`config.mk`:
```
export PLATFORM = sky130hd
export DESIGN_NAME = rme_exec
export DESIGN_NICKNAME = d
export VERILOG_FILES = /design/src/rme_pkg.sv /design/src/rme_div_if.sv /design/src/rme_exec.sv /design/src/rme_div.sv
export SDC_FILE = /design/constraint.sdc
export NUM_CORES = 1
export LEC_CHECK = 0
export ABC_AREA = 0
export BUFFER_PORTS_ARGS = -buffer_cell sky130_fd_sc_hd__buf_4
export CORE_MARGIN = 2
export CORE_UTILIZATION = 45
export CTS_BUF_LIST = sky130_fd_sc_hd__clkbuf_4
export CTS_CLUSTER_DIAMETER = 150
export DETAILED_ROUTE_END_ITERATION = 16
export PLACE_DENSITY_LB_ADDON = 0.25
export REMOVE_ABC_BUFFERS = 1
export SLEW_MARGIN = 20
export SYNTH_ARGS = -nofsm -noshare
export SYNTH_HDL_FRONTEND = slang
export SYNTH_SLANG_ARGS = --single-unit
```
`constraint.sdc`:
```
create_clock -name mclk_i -period 5.65 [get_ports mclk_i]
set_clock_uncertainty 0.05 [all_clocks]
set_input_delay 0.565 -clock mclk_i [delete_from_list [all_inputs] [get_ports mclk_i]]
set_output_delay 0.565 -clock mclk_i [all_outputs]
set_load 0.02 [all_outputs]
```
`src/rme_pkg.sv`:
```
`default_nettype none
package rme_pkg;

  // Opcodes of the remainder group
  localparam logic [7:0] OPC_REM3_BYTE = 8'hE7;
  localparam logic [7:0] OPC_REM3_HALF = 8'hE6;
  localparam logic [7:0] OPC_REM3_WORD = 8'hE4;
  // Opcodes of the copy group
  localparam logic [7:0] OPC_COPY_BYTE = 8'h87;
  localparam logic [7:0] OPC_COPY_HALF = 8'h86;
  localparam logic [7:0] OPC_COPY_WORD = 8'h84;

  // Operand size codes; zero in a type register means no expanded type
  localparam logic [1:0] SZ_NONE = 2'h0;
  localparam logic [1:0] SZ_BYTE = 2'h1;
  localparam logic [1:0] SZ_HALF = 2'h2;
  localparam logic [1:0] SZ_WORD = 2'h3;

  // Register byte offsets
  localparam logic [5:0] REG_CTRL     = 6'h00;
  localparam logic [5:0] REG_OPCODE   = 6'h04;
  localparam logic [5:0] REG_SRC_TYPE = 6'h08;
  localparam logic [5:0] REG_DST_TYPE = 6'h0C;
  localparam logic [5:0] REG_MODE     = 6'h10;
  localparam logic [5:0] REG_DIVISOR  = 6'h14;
  localparam logic [5:0] REG_DIVIDEND = 6'h18;
  localparam logic [5:0] REG_RESULT   = 6'h1C;
  localparam logic [5:0] REG_FLAGS    = 6'h20;
  localparam logic [5:0] REG_EXCEPT   = 6'h24;

  // Field positions
  localparam int CTRL_START_BIT = 0;
  localparam int CTRL_BUSY_BIT  = 0;
  localparam int CTRL_DONE_BIT  = 1;
  localparam int TYPE_SIGN_BIT  = 2;
  localparam int MODE_LIT_BIT   = 0;
  localparam int MODE_PSWS_BIT  = 1;
  localparam int MODE_PSWD_BIT  = 2;
  localparam int FLAG_N_BIT     = 3;
  localparam int FLAG_Z_BIT     = 2;
  localparam int FLAG_C_BIT     = 1;
  localparam int FLAG_V_BIT     = 0;
  localparam int EXC_ILL_BIT    = 0;
  localparam int EXC_ZDIV_BIT   = 1;
  localparam int EXC_OVF_BIT    = 2;
  localparam int EXC_OPC_BIT    = 3;

  // Reset values
  localparam logic [7:0]  RST_OPCODE = 8'h00;
  localparam logic [2:0]  RST_TYPE   = 3'h0;
  localparam logic [2:0]  RST_MODE   = 3'h0;
  localparam logic [31:0] RST_WORD   = 32'h00000000;
  localparam logic [3:0]  RST_FLAGS  = 4'h0;
  localparam logic [3:0]  RST_EXC    = 4'h0;

  // Divider iteration count, one quotient bit per cycle
  localparam logic [5:0] DIV_STEPS = 6'h20;

  typedef enum logic [1:0] {
    RME_IDLE = 2'b00,
    RME_WAIT = 2'b01,
    RME_FIN  = 2'b11
  } rme_state_t;

endpackage
`default_nettype wire

```
`src/rme_div_if.sv`:
```
`default_nettype none
interface rme_div_if;
  logic        start;
  logic [31:0] dividend;
  logic [31:0] divisor;
  logic        done;
  logic [31:0] rem;

  modport ctl (
    output start,
    output dividend,
    output divisor,
    input  done,
    input  rem
  );

  modport unit (
    input  start,
    input  dividend,
    input  divisor,
    output done,
    output rem
  );
endinterface
`default_nettype wire

```
`src/rme_exec.sv`:
```
// Contract
// (RULE_01) Opcodes E7, E6, E4 select remainder of byte, halfword, word.
// (RULE_02) Remainder writes dividend operand modulo divisor operand to destination.
// (RULE_03) Remainder flags: N if negative, Z if zero, C cleared, V on overflow.
// (RULE_04) Zero divisor raises the integer zero-divide exception.
// (RULE_05) Remainder truncated to destination size raises integer overflow exception.
// (RULE_06) Literal or immediate destination raises illegal operand exception.
// (RULE_07) Opcodes 87, 86, 84 copy source to destination in three sizes.
// (RULE_08) Copy flags: N is result MSB, Z if zero, C cleared, V if truncated.
// (RULE_09) Expanded destination type converts the value; source type picks extension.
// (RULE_10) Signed byte or half sign-extends; byte or unsigned half zero-extends.
// (RULE_11) Word copy to or from status word leaves flags unchanged.
// (RULE_12) Remainder uses truncating signed division; remainder follows dividend sign.
`default_nettype none
module rme_exec (
  // Clock, reset, enable
  input  wire logic        mclk_i,
  input  wire logic        rst_b_i,
  input  wire logic        ce_i,
  // Avalon-MM slave
  input  wire logic [5:0]  avs_address_i,
  input  wire logic        avs_read_i,
  input  wire logic        avs_write_i,
  input  wire logic [31:0] avs_writedata_i,
  input  wire logic [3:0]  avs_byteenable_i,
  output logic [31:0]      avs_readdata_o,
  output logic             avs_waitrequest_o,
  // Execution state
  output logic             busy_o,
  output logic             done_o
);
  import rme_pkg::*;

  typedef struct packed {
    rme_state_t  st;
    logic        ack;
    logic [31:0] rdata;
    logic [7:0]  opcode;
    logic [2:0]  src_type;
    logic [2:0]  dst_type;
    logic [2:0]  mode;
    logic [31:0] divisor_operand;
    logic [31:0] dividend_operand;
    logic [31:0] result;
    logic [3:0]  flags;
    logic [3:0]  exc;
    logic        done;
    logic        div_start;
    logic [31:0] mag_a;
    logic [31:0] mag_b;
    logic        neg;
    logic [1:0]  dsz;
    logic        dsg;
  } rme_exec_t;

  rme_exec_t   r;
  rme_exec_t   next_r;

  rme_div_if   div_bus ();

  // Decode and operand view
  logic        req;
  logic        wr_now;
  logic        start;
  logic [5:0]  addr;
  logic        is_rem;
  logic        is_copy;
  logic        is_copy_word;
  logic        opc_ok;
  logic [1:0]  opsz;
  logic [1:0]  ssz;
  logic        ssg;
  logic [1:0]  cur_dsz;
  logic        cur_dsg;
  logic [32:0] src_v;
  logic [32:0] a_v;
  logic [32:0] b_v;
  logic [32:0] rem_v;
  logic [32:0] cv;
  logic [1:0]  fsz;
  logic        fsg;
  logic [31:0] fin_res;
  logic        fin_fit;
  logic        fin_n;
  logic        fin_z;
  logic [31:0] rd_mux;

  // Value of the given size, extended as signed or unsigned
  function automatic logic [32:0] ext(input logic [31:0] v, input logic [1:0] sz,
                                      input logic sg);
    case (sz)
      SZ_BYTE: ext = sg ? {{25{v[7]}}, v[7:0]} : {25'h0000000, v[7:0]};
      SZ_HALF: ext = sg ? {{17{v[15]}}, v[15:0]} : {17'h00000, v[15:0]};
      default: ext = sg ? {v[31], v} : {1'b0, v};
    endcase
  endfunction

  // Value cut to the given size, upper bits cleared
  function automatic logic [31:0] trunc(input logic [31:0] v, input logic [1:0] sz);
    case (sz)
      SZ_BYTE: trunc = {24'h000000, v[7:0]};
      SZ_HALF: trunc = {16'h0000, v[15:0]};
      default: trunc = v;
    endcase
  endfunction

  function automatic logic msb_of(input logic [31:0] v, input logic [1:0] sz);
    case (sz)
      SZ_BYTE: msb_of = v[7];
      SZ_HALF: msb_of = v[15];
      default: msb_of = v[31];
    endcase
  endfunction

  // Default typing: bytes are unsigned, halfwords and words signed
  function automatic logic def_sg(input logic [1:0] sz);
    def_sg = (sz != SZ_BYTE);
  endfunction

  function automatic logic [31:0] merge(input logic [31:0] old, input logic [31:0] wd,
                                        input logic [3:0] be);
    logic [31:0] m;
    m = old;
    for (int i = 0; i < 4; i++) begin
      if (be[i]) begin
        m[i*8 +: 8] = wd[i*8 +: 8];
      end
    end
    merge = m;
  endfunction

  function automatic logic [31:0] mag(input logic [32:0] v);
    mag = v[32] ? 32'(-v) : v[31:0];
  endfunction

  always_comb begin
    addr         = {avs_address_i[5:2], 2'b00};
    is_rem       = 1'b0;
    is_copy      = 1'b0;
    is_copy_word = 1'b0;
    opsz         = SZ_WORD;
    case (r.opcode)
      OPC_REM3_BYTE: begin // RULE_01
        is_rem = 1'b1;
        opsz   = SZ_BYTE;
      end
      OPC_REM3_HALF: begin // RULE_01
        is_rem = 1'b1;
        opsz   = SZ_HALF;
      end
      OPC_REM3_WORD: begin // RULE_01
        is_rem = 1'b1;
        opsz   = SZ_WORD;
      end
      OPC_COPY_BYTE: begin // RULE_07
        is_copy = 1'b1;
        opsz    = SZ_BYTE;
      end
      OPC_COPY_HALF: begin // RULE_07
        is_copy = 1'b1;
        opsz    = SZ_HALF;
      end
      OPC_COPY_WORD: begin // RULE_07
        is_copy      = 1'b1;
        is_copy_word = 1'b1;
        opsz         = SZ_WORD;
      end
      default: begin
        opsz = SZ_WORD;
      end
    endcase
    opc_ok = is_rem | is_copy;
    // Source type picks the extension, else the opcode size rules
    if (r.src_type[1:0] != SZ_NONE) begin // RULE_09
      ssz = r.src_type[1:0];
      ssg = r.src_type[TYPE_SIGN_BIT];
    end else begin
      ssz = opsz;
      ssg = def_sg(opsz);
    end
    if (r.dst_type[1:0] != SZ_NONE) begin // RULE_09
      cur_dsz = r.dst_type[1:0];
      cur_dsg = r.dst_type[TYPE_SIGN_BIT];
    end else begin
      cur_dsz = opsz;
      cur_dsg = def_sg(opsz);
    end
    src_v = ext(r.dividend_operand, ssz, ssg); // RULE_10
    a_v   = ext(r.dividend_operand, ssz, ssg);
    b_v   = ext(r.divisor_operand, ssz, ssg);
    // Remainder takes the dividend's sign
    rem_v = r.neg ? 33'(-{1'b0, div_bus.rem}) : {1'b0, div_bus.rem}; // RULE_12
    if (r.st == RME_WAIT) begin
      cv  = rem_v;
      fsz = r.dsz;
      fsg = r.dsg;
    end else begin
      cv  = src_v;
      fsz = cur_dsz;
      fsg = cur_dsg;
    end
    fin_res = trunc(cv[31:0], fsz);
    fin_fit = (ext(fin_res, fsz, fsg) == cv);
    fin_n   = msb_of(fin_res, fsz);
    fin_z   = (fin_res == 32'h00000000);
  end

  always_comb begin
    case (addr)
      REG_CTRL:     rd_mux = {30'h00000000, r.done, r.st != RME_IDLE};
      REG_OPCODE:   rd_mux = {24'h000000, r.opcode};
      REG_SRC_TYPE: rd_mux = {29'h00000000, r.src_type};
      REG_DST_TYPE: rd_mux = {29'h00000000, r.dst_type};
      REG_MODE:     rd_mux = {29'h00000000, r.mode};
      REG_DIVISOR:  rd_mux = r.divisor_operand;
      REG_DIVIDEND: rd_mux = r.dividend_operand;
      REG_RESULT:   rd_mux = r.result;
      REG_FLAGS:    rd_mux = {28'h0000000, r.flags};
      REG_EXCEPT:   rd_mux = {28'h0000000, r.exc};
      default:      rd_mux = 32'h00000000;
    endcase
  end

  always_comb begin
    next_r           = r;
    next_r.ack       = 1'b0;
    next_r.div_start = 1'b0;
    req              = avs_read_i | avs_write_i;
    // One wait cycle per access; read data is registered
    if (req && !r.ack) begin
      next_r.ack = 1'b1;
      if (avs_read_i) begin
        next_r.rdata = rd_mux;
      end
    end
    wr_now = avs_write_i && r.ack;
    start  = wr_now && (addr == REG_CTRL) && avs_byteenable_i[0]
             && avs_writedata_i[CTRL_START_BIT] && (r.st == RME_IDLE);
    if (wr_now) begin
      case (addr)
        REG_OPCODE: begin
          next_r.opcode = 8'(merge({24'h000000, r.opcode}, avs_writedata_i,
                                   avs_byteenable_i));
        end
        REG_SRC_TYPE: begin
          if (avs_byteenable_i[0]) begin
            next_r.src_type = avs_writedata_i[2:0];
          end
        end
        REG_DST_TYPE: begin
          if (avs_byteenable_i[0]) begin
            next_r.dst_type = avs_writedata_i[2:0];
          end
        end
        REG_MODE: begin
          if (avs_byteenable_i[0]) begin
            next_r.mode = avs_writedata_i[2:0];
          end
        end
        REG_DIVISOR: begin
          next_r.divisor_operand = merge(r.divisor_operand, avs_writedata_i,
                                         avs_byteenable_i);
        end
        REG_DIVIDEND: begin
          next_r.dividend_operand = merge(r.dividend_operand, avs_writedata_i,
                                          avs_byteenable_i);
        end
        default: begin
          next_r.ack = 1'b0;
        end
      endcase
    end
    case (r.st)
      RME_IDLE: begin
        if (start) begin
          next_r.done = 1'b0;
          next_r.exc  = RST_EXC;
          if (!opc_ok) begin
            next_r.exc[EXC_OPC_BIT] = 1'b1;
            next_r.done             = 1'b1;
          end else if (r.mode[MODE_LIT_BIT]) begin
            next_r.exc[EXC_ILL_BIT] = 1'b1; // RULE_06
            next_r.done             = 1'b1;
          end else if (is_copy) begin
            next_r.result = fin_res; // RULE_07
            if (!(is_copy_word && (r.mode[MODE_PSWS_BIT] || r.mode[MODE_PSWD_BIT]))) begin
              next_r.flags = {fin_n, fin_z, 1'b0, !fin_fit}; // RULE_08 RULE_11
            end
            next_r.done = 1'b1;
          end else if (b_v == 33'h000000000) begin
            // Divisor zero: no result, flags kept
            next_r.exc[EXC_ZDIV_BIT] = 1'b1; // RULE_04
            next_r.done              = 1'b1;
          end else begin
            next_r.mag_a     = mag(a_v); // RULE_02
            next_r.mag_b     = mag(b_v);
            next_r.neg       = a_v[32];
            next_r.dsz       = cur_dsz;
            next_r.dsg       = cur_dsg;
            next_r.div_start = 1'b1;
            next_r.st        = RME_WAIT;
          end
        end
      end
      RME_WAIT: begin
        if (div_bus.done) begin
          next_r.result = fin_res; // RULE_02
          // N follows the sign of the full remainder, not the bit left after cutting
          next_r.flags  = {cv[32], fin_z, 1'b0, !fin_fit}; // RULE_03
          next_r.exc[EXC_OVF_BIT] = !fin_fit; // RULE_05
          next_r.st = RME_FIN;
        end
      end
      RME_FIN: begin
        // Status becomes visible one cycle after the result
        next_r.done = 1'b1;
        next_r.st   = RME_IDLE;
      end
      default: begin
        next_r.st = RME_IDLE;
      end
    endcase
  end

  always_ff @(posedge mclk_i or negedge rst_b_i) begin
    if (!rst_b_i) begin
      r                  <= '0;
      r.st               <= RME_IDLE;
      r.opcode           <= RST_OPCODE;
      r.src_type         <= RST_TYPE;
      r.dst_type         <= RST_TYPE;
      r.mode             <= RST_MODE;
      r.divisor_operand  <= RST_WORD;
      r.dividend_operand <= RST_WORD;
      r.result           <= RST_WORD;
      r.flags            <= RST_FLAGS;
      r.exc              <= RST_EXC;
    end else if (ce_i) begin
      r <= next_r;
    end
  end

  assign div_bus.start    = r.div_start;
  assign div_bus.dividend = r.mag_a;
  assign div_bus.divisor  = r.mag_b;

  rme_div u_div (
    .mclk_i  (mclk_i),
    .rst_b_i (rst_b_i),
    .ce_i    (ce_i),
    .div     (div_bus.unit)
  );

  assign avs_readdata_o    = r.rdata;
  assign avs_waitrequest_o = (avs_read_i | avs_write_i) & ~r.ack;
  assign busy_o            = (r.st != RME_IDLE);
  assign done_o            = r.done;

endmodule // rme_exec
`default_nettype wire

```
`src/rme_div.sv`:
```
`default_nettype none
module rme_div (
  // Clock and reset
  input  wire logic mclk_i,
  input  wire logic rst_b_i,
  input  wire logic ce_i,
  // Operand and answer
  rme_div_if.unit   div
);
  import rme_pkg::*;

  typedef struct packed {
    logic        busy;
    logic        done;
    logic [5:0]  cnt;
    logic [31:0] rem;
    logic [31:0] quo;
    logic [31:0] den;
  } rme_div_st_t;

  rme_div_st_t r;
  rme_div_st_t next_r;
  logic [32:0] part;
  logic        ge;

  always_comb begin
    next_r = r;
    next_r.done = 1'b0;
    part = {r.rem, r.quo[31]};
    ge = (part >= {1'b0, r.den});
    if (div.start) begin
      next_r.busy = 1'b1;
      next_r.cnt  = DIV_STEPS;
      next_r.rem  = RST_WORD;
      next_r.quo  = div.dividend;
      next_r.den  = div.divisor;
    end else if (r.busy) begin
      // Restoring step: magnitudes only, sign is applied by the caller
      next_r.rem = ge ? 32'(part - {1'b0, r.den}) : part[31:0];
      next_r.quo = {r.quo[30:0], ge};
      next_r.cnt = 6'(r.cnt - 6'h01);
      if (r.cnt == 6'h01) begin
        next_r.busy = 1'b0;
        next_r.done = 1'b1;
      end
    end
  end

  always_ff @(posedge mclk_i or negedge rst_b_i) begin
    if (!rst_b_i) begin
      r <= '0;
    end else if (ce_i) begin
      r <= next_r;
    end
  end

  assign div.done = r.done;
  assign div.rem  = r.rem;

endmodule // rme_div
`default_nettype wire

```
==> reports/metrics.yaml, run 1 <==
setup_ws_ns: 0.658
grt_pass1_vias: 16494
hp-class: "primary input to flop"
synth_cells: 2175
grt_pass1_wl_um: 93500
gr-total-overflow: 0
async_flop_share: 1.00
end_kind: "flop"
synth_ff_type: "dfrtp_1"
hold_path.startpoint: "avs_read_i"
finalHoldViolCount: 0
fin_crit_sh: 0.883
final_cells: 2893
finalSetupTns_ns: 0
dp_hpwl_um: 43100
antenna_found_initial: 2
die_w_um: 212
htree_levels: 3
finalMaxSlewViolations: 0
via_per_inst: 5.93
path_clk_slew_ns: 0.07
synth-edff-count: 0
yosysUniqueCellTypes: 73
fmax_mhz: 200
r2r-start: "r[186]"
mostFrequentLayoutCell: "dfrtp_1"
area_growth_pct: 12.1
r2r_setup_slack_ns: 0.66
critPathArrivalTime_ns: 5.60
nNetsFinal: 2334
synthSimpleGateAreaFrac: 0.160
synth_top_family_by_area: "compound AO/OA/AOI/OAI gates"
leakagePower_nw: 9.88
postCtsHoldBufs: 33
rows: 76
muxShareOfSynthArea: 0.0777
drc: 0
critPathMaxFanout: 60
status: "completed"
critPathLaunchType: "flop"
cts_resized: 0
utilization: 0.508
synth_xor_area_frac: 0.0477
dp_cells: 2703
pwr_density_cell_nw_per_um2: 355
worstHoldPathCells: 4
cts_max_path_buffers: 3
hold_ws_ns: 0.106
route.vias.total: 17152
grt_usage: 0.272
antenna_left: 0
final_cell_mix: "328 x dfrtp_1, 304 x nand2_1, 250 x o21ai_0, 133 x a21oi_1, 133 x clkbuf_4"
port_buffers: 79
cts_tree: "yes"
required_ns: 6.26
worstSetupPathType: "flop to flop"
syn_area_per_cell_um2: 8.95
layout-drive-gt1-share: 0.165
firstDrtPassIters: 7
setup_viol_count_final: 0
rr_worst_depth: 13
slew_headroom: 0.264
synthAdderAreaFrac: 0.0274
insertion_delay_ns: 0.83
peakVddDrop_mv: 0.178
clock_sinks: 329
fp.coreArea_um2: 42900
cts-root-buf: "clkbuf_4"
wl_per_cell_um: 21.1
cap_violations: 0
ys_seq_area_frac: 0.423
post-place-ws_ns: 0.769
drt_iter0_markers: 1597
synth_compound_area_frac: 0.211
numCtsBuffers: 92
rsz0062_at_grt: "false"
io_pins: 82
die_area_um2: 44900
start_util: 0.454
synth_area_um2: 19500
die_h_um: 212
worstMarginPinSlew_ns: 1.10
yosysWarnings: 0
min_period_ns: 4.99
holdPathEnd: "r[223]"
grt_max_degree: 152
wirelength_um: 60900
gp_congestion: 0.942
postCtsSetupRepairBufs: 0
synth-seq-cells: 329
reg2reg_to: "div_bus.dividend[5]"
## through the flow
step | area (µm²) | total power, mW
global placement | 20300 | 5.43
detailed placement | 20300 | 5.50
CTS | 21800 | 7.74
floorplan | 18700 | 4.60
global route | 21800 | 8.18
finish | 21800 | 7.73
## kinds of logic (layout without fill, tap and decap cells)
kind of cell	after synthesis	count (layout)
compound gates	665	665
buf+inv	235	365
flops	329	329
simple gates	662	662
mux	136	136
xor+xnor	106	106
fa+ha+maj	42	42
other cells	0	3
## cell type report
cell class                      count  area [µm²]
Antenna cell                        3        7.51
Fill cell                        4060       21100
Tap cell                          585         732
Inverter                           73         274
Clock inverter                     21         139
Multi-Input combinational cell   1611       10200
Sequential cell                   329        8230
Timing Repair Buffer              138        1180
Clock buffer                      133         998
## worst max-delay path by stage
stage           start                    to  slack, ns  cells past startpoint
2_1_floorplan  r[186]   div_bus.divisor[20]      -0.93                     12
3_3_place_gp   r[186]   div_bus.dividend[3]       0.91                     13
3_5_place_dp   r[186]   div_bus.dividend[5]       0.77                     13
4_1_cts        r[186]   div_bus.dividend[5]       0.72                     13
5_1_grt        r[186]  div_bus.dividend[12]       0.46                     14
6_report       r[186]   div_bus.dividend[5]       0.66                     13
## flip-flops by register name, summed over array words and instances (netlist names)
signal,count
u_div.r,70
avs_readdata_o,32
done_o,1
u_div.div.rem,32
r,127
u_div.div.done,1
div_bus.divisor,32
u_div.part,1
div_bus.start,1
div_bus.dividend,32
## Yosys cell counts, drive strengths merged, types with 37 or more instances
library cell  count  area share
xor2             53       0.024
clkbuf          113       0.022
nand2           304       0.059
ha               41       0.026
a22oi            37       0.014
a21oi           133       0.034
dfrtp           329        0.42
xnor2            53       0.024
inv              72       0.014
o31ai            41       0.016
o21ai           251       0.065
buf              49       0.016
nor2            116       0.022
mux2            110       0.064
## where the power goes
part | internal [mW] | switching [mW] | leakage [nW]
clock | 1.16 | 1.02 | 0.678
combinational | 0.926 | 1.57 | 4.80
sequential | 2.66 | 0.388 | 4.40
## worst max-delay path, stage by stage, from the launching register on
cell and delay (ns):
dfrtp_1 0.40, nand4bb_1 0.31, or4_1 0.58, a21o_1 0.23, inv_1 0.06, ha_1 0.22, inv_1 0.15, buf_4 0.27
or3_1 0.39, or3_1 0.35, o31ai_1 0.55, a41o_4 0.77, buf_4 0.34, o21ai_0 0.13
## layer usage
| layer | vias up | GRT usage | share of wire |
|---|---|---|---|
| met4 | 0 | 0.101 | 0.029 |
| met3 | 95 | 0.0613 | 0.070 |
| li1 | 7996 | - | - |
| met5 | - | 0 | 0 |
| met1 | 8454 | 0.368 | 0.44 |
| met2 | 607 | 0.426 | 0.46 |
Power figures use the tool's default switching activity.
==> run 2: changes to the inputs <==
PLACE_DENSITY = 0.65   (was default)
PLACE_DENSITY_LB_ADDON = default   (was 0.25)
==> reports/metrics.yaml, run 2 (synthesis results as in run 1) <==
reg_top3: "r (127), u_div.r (70)"
final_cell_mix: "328 x dfrtp_1, 304 x nand2_1, 250 x o21ai_0, 133 x a21oi_1, 122 x clkbuf_4"
fmax_mhz: 205
largest_reg_flops: 127
io_pins: 82
clock_power_share: 0.286
regArea_um2: 8230
cts_max_path_buffers: 3
fp.coreArea_um2: 42900
clock_sinks: 329
cap_violations: 0
pwr_density_cell_nw_per_um2: 354
gr-total-overflow: 0
die_area_um2: 44900
min_period_ns: 4.87
crit_path_max_incr_delay_ns: 0.60
critPathMaxFanout: 8
leakagePower_nw: 9.87
area_growth_pct: 12.1
port_buffers: 79
critPathArrivalTime_ns: 5.50
wirelength_um: 60300
layout-drive-gt1-share: 0.163
peakVddDrop_mv: 0.168
cts_tree: "yes"
firstDrtPassIters: 5
finalSetupTns_ns: 0
regMostFlops: "r"
grt_max_degree: 93
crit_top_cell: "nor2_1"
dp_hpwl_um: 43100
die_h_um: 212
finalHoldViolCount: 0
gp_congestion: 0.947
antenna_left: 0
numCtsBuffers: 90
cts-root-buf: "clkbuf_4"
fillers: 4025
end_kind: "flop"
wl_per_cell_um: 20.8
hp-class: "primary input to flop"
utilization: 0.508
start_util: 0.454
mostFrequentLayoutCell: "dfrtp_1"
grt_usage: 0.274
antenna_found_initial: 2
multi_input_area_um2: 10300
setup_viol_count_final: 0
pwr-share-seq: 0.395
worstMarginPinSlew_ns: 1.11
cp_slowest_cell: "or4_1"
swShare: 0.388
slew_headroom: 0.254
p_int_mw: 4.73
nNetsFinal: 2331
via_per_inst: 5.94
die_w_um: 212
drt_iter0_markers: 1601
grt_pass1_wl_um: 94400
p_comb_frac: 0.320
finalMaxSlewViolations: 0
fin_crit_sh: 0.862
status: "completed"
route.vias.total: 17214
worstSetupPathType: "flop to flop"
p_sw_mw: 3.00
required_ns: 6.28
rsz0062_at_grt: "false"
htree_levels: 3
path_clk_slew_ns: 0.07
critPathLaunchType: "flop"
power_mw: 7.72
insertion_delay_ns: 0.85
grt_pass1_vias: 16689
drc: 0
rows: 76
crit_path_cell_trace: "nand4bb_1, or4_1, a21o_1, inv_1, ha_1, a22o_1, nand3_1, nor2_1, nor2_1, a22oi_1, nand4_1, nor4b_1, a32oi_1, o31ai_2, o221ai_1"
==> run 2: cell types whose count changed in the layout (fill, tap and decap cells not counted), sizes merged <==
cell	before	now
clkbuf	133	122
clkinv	18	29
buf	105	104
bufinv	2	3
clkinvlp	1	2
diode	3	4
inv	73	74
==> run 2: power by group through the flow <==
stage | Combinational (mW) | Clock (mW) | Sequential, mW
floorplan | 1.64 | 0 | 2.96
global placement | 2.35 | 0 | 3.06
detailed placement | 2.41 | 0 | 3.07
CTS | 2.43 | 2.25 | 3.03
global route | 2.72 | 2.39 | 3.08
finish | 2.47 | 2.21 | 3.05
==> run 2: final cells by class <==
| class | count | share of cell area |
|---|---|---|
| inverter | 73 | 0.0126 |
| antenna | 4 | 0.000459 |
| multi-input combinational | 1611 | 0.470 |
| clock inverter | 35 | 0.0106 |
| tap | 585 | 0.0336 |
| sequential | 329 | 0.378 |
| clock buffer | 122 | 0.0420 |
| timing repair buffer | 137 | 0.0530 |
==> run 2: layer usage <==
| metal | up-vias | track usage | routed length [µm] |
|---|---|---|---|
| met4 | 0 | 0.110 | 2230 |
| met2 | 613 | 0.427 | 27400 |
| met3 | 134 | 0.0528 | 4090 |
| li1 | 7981 | - | - |
| met1 | 8486 | 0.373 | 26500 |
| met5 | - | 0 | 0 |
==> run 2: path summary, 6_finish.rpt <==
path,startpoint,endpoint,slack (ns),cells after the start
worst max-delay path,r[186],r[72],0.78,15
worst min-delay path,avs_read_i,r[223],0.13,4
worst max register to register,r[186],r[72],0.78,15
worst min register to register,r[100],r[100],0.43,2
max in group asynchronous,rst_b_i,u_div.r[49],3.95,3
min in group asynchronous,rst_b_i,u_div.r[7],0.32,2
==> run 2: worst max-delay path, delay by kind of cell, from the launching register on <==
| family | cells | cell delay [ns] |
|---|---|---|
| compound gates | 6 | 1.75 |
| fa+ha+maj | 1 | 0.19 |
| buf+inv | 1 | 0.05 |
| flops | 1 | 0.40 |
| simple gates | 7 | 2.29 |
==> run 2: metrics by stage <==
| stage | instance area, µm² | worst slack [ns] | std cells | hold slack (ns) |
|---|---|---|---|---|
| after detailed placement | 20300 | 0.929 | 2702 | 0.409 |
| after global routing | 21800 | 0.578 | 2896 | 0.0708 |
| after CTS | 21800 | 0.898 | 2892 | 0.0427 |
| after floorplan | 18700 | -0.933 | 2013 | 0.219 |
| final | 21800 | 0.779 | 2896 | 0.133 |
| after global placement | 20300 | 0.963 | 2702 | 0.401 |
==> run 2: repair_timing <==
item,4_1_cts,5_1_grt
endpoints found under the hold margin,169,0
buffers inserted,0,0
gates resized for setup,0,0
hold buffers,33,0
==> run 3: changes to the inputs <==
clock period = 4.5 ns   (was 5.65 ns; I/O delays follow)
==> reports/metrics.yaml, run 3 (synthesis results as in run 1) <==
finalHoldViolCount: 0
pwr_density_cell_nw_per_um2: 439
setup_viol_count_final: 0
antenna_left: 0
layout-drive-gt1-share: 0.185
nNetsFinal: 2386
min_period_ns: 4.35
finalMaxSlewViolations: 0
grt_usage: 0.280
dp_cells: 2753
insertion_delay_ns: 0.87
firstDrtPassIters: 6
grt_pass1_wl_um: 96500
reg_top3: "r (127), u_div.r (70)"
grt_max_degree: 102
fmax_mhz: 230
drt_iter0_markers: 1524
peakVddDrop_mv: 0.206
hp-class: "primary input to flop"
via_per_inst: 5.90
area_growth_pct: 14.3
slew_headroom: 0.283
final_cell_mix: "328 x dfrtp_1, 304 x nand2_1, 250 x o21ai_0, 150 x buf_4, 132 x a21oi_1"
cp_slowest_cell: "nor4_1"
grt_pass1_vias: 17063
antenna_found_initial: 3
post-place-ws_ns: 0.000271
port_buffers: 79
gr-total-overflow: 0
numCtsBuffers: 90
regMostFlops: "r"
rows: 76
status: "completed"
worstMarginPinSlew_ns: 1.07
setup_ws_ns: 0.151
cts_max_path_buffers: 3
cap_violations: 0
fp.coreArea_um2: 42900
start_util: 0.454
fin_crit_sh: 0.966
utilization: 0.518
wirelength_um: 61700
route.vias.total: 17349
gp_congestion: 0.949
dp_hpwl_um: 44100
final_cells: 2942
end_kind: "flop"
crit_path_cell_trace: "nand4bb_1, nor4_1, o21ai_0, ha_1, buf_8, nor2_1, or3_1, a221oi_1, o2111ai_1, nor4b_2, a32oi_1, o31ai_2, o221ai_1"
drc: 0
worstSetupPathType: "flop to flop"
clock_sinks: 329
cts_tree: "yes"
critPathArrivalTime_ns: 4.99
die_h_um: 212
wl_per_cell_um: 21.0
critPathMaxFanout: 48
die_area_um2: 44900
htree_levels: 3
cts-root-buf: "clkbuf_4"
largest_reg_flops: 127
required_ns: 5.14
crit_path_max_incr_delay_ns: 0.42
io_pins: 82
critPathLaunchType: "flop"
leakagePower_nw: 10.1
path_clk_slew_ns: 0.06
mostFrequentLayoutCell: "dfrtp_1"
die_w_um: 212
fillers: 4018
## run 3: cell count changes in the layout (fill, tap and decap cells not counted), moves of 2 or more
cell           previous run  this run
clkinv_1                 21        17
diode_2                   4         2
nor2_2                    0         3
nor2_1                  115       112
a22oi_2                   0         2
buf_4                   100       150
a22oi_1                  37        35
clkbuf_4                122       124
clkinv_2                  7         5
dlygate4sd3_1            33        36
## run 3: power by group
part	total [mW]	switching, mW	internal [mW]
Sequential	3.80	0.464	3.34
Combinational	3.26	2.01	1.26
Clock	2.70	1.32	1.38
Total	9.76	3.79	5.98
## run 3: cell type report
cell class | count | area, µm² | area share
multi-input combinational | 1611 | 10300 | 0.463
inverter | 73 | 274 | 0.0123
timing repair buffer | 192 | 1600 | 0.0718
antenna | 2 | 5.00 | 0.000225
tap | 585 | 732 | 0.0329
clock inverter | 26 | 160 | 0.00720
clock buffer | 124 | 931 | 0.0419
sequential | 329 | 8230 | 0.370
## run 3: metal layers
layer	share of wire	track usage	up-vias
met5	0.00050	0	-
met2	0.46	0.440	634
met1	0.44	0.380	8504
li1	-	-	8078
met3	0.063	0.0561	129
met4	0.035	0.114	4
## run 3: final timing paths
kind	startpoint	end	slack, ns	cells after the start
min in group asynchronous	rst_b_i	u_div.div.rem[23]	0.17	2
max in group asynchronous	rst_b_i	r[178]	3.06	3
setup / recovery	r[186]	r[72]	0.15	13
hold / removal	avs_address_i[5]	avs_readdata_o[3]	0.12	4
hold reg to reg	div_bus.divisor[31]	u_div.r[31]	0.42	2
setup reg to reg	r[186]	r[72]	0.15	13
## run 3: per-stage QoR
step | hold slack (ns) | setup TNS (ns) | power [mW] | cell area, µm²
finish | 0.125 | 0 | 9.76 | 22200
global route | 0.0699 | -0.0315 | 10.3 | 22200
CTS | 0.0487 | 0 | 9.74 | 22200
detailed placement | 0.413 | 0 | 6.98 | 20700
global placement | 0.400 | 0 | 6.91 | 20700
floorplan | 0.104 | -143.04 | 5.77 | 18700
## run 3: repair_timing
item                                    4_1_cts  5_1_grt
setup buffers                                 0        1
endpoints found under the hold margin       163        0
hold buffers                                 36        0
resized for setup                             1       16
endpoints found under the setup margin        1       59
## run 3: critical path, delay by kind of cell, from the launching register on
family                   cells  cell delay, ns
adder cells (fa/ha/maj)      1            0.40
buffers and inverters        1            0.30
AND/OR/NAND/NOR              5            1.53
AO/OA/AOI/OAI                6            1.47
flip-flops                   1            0.41
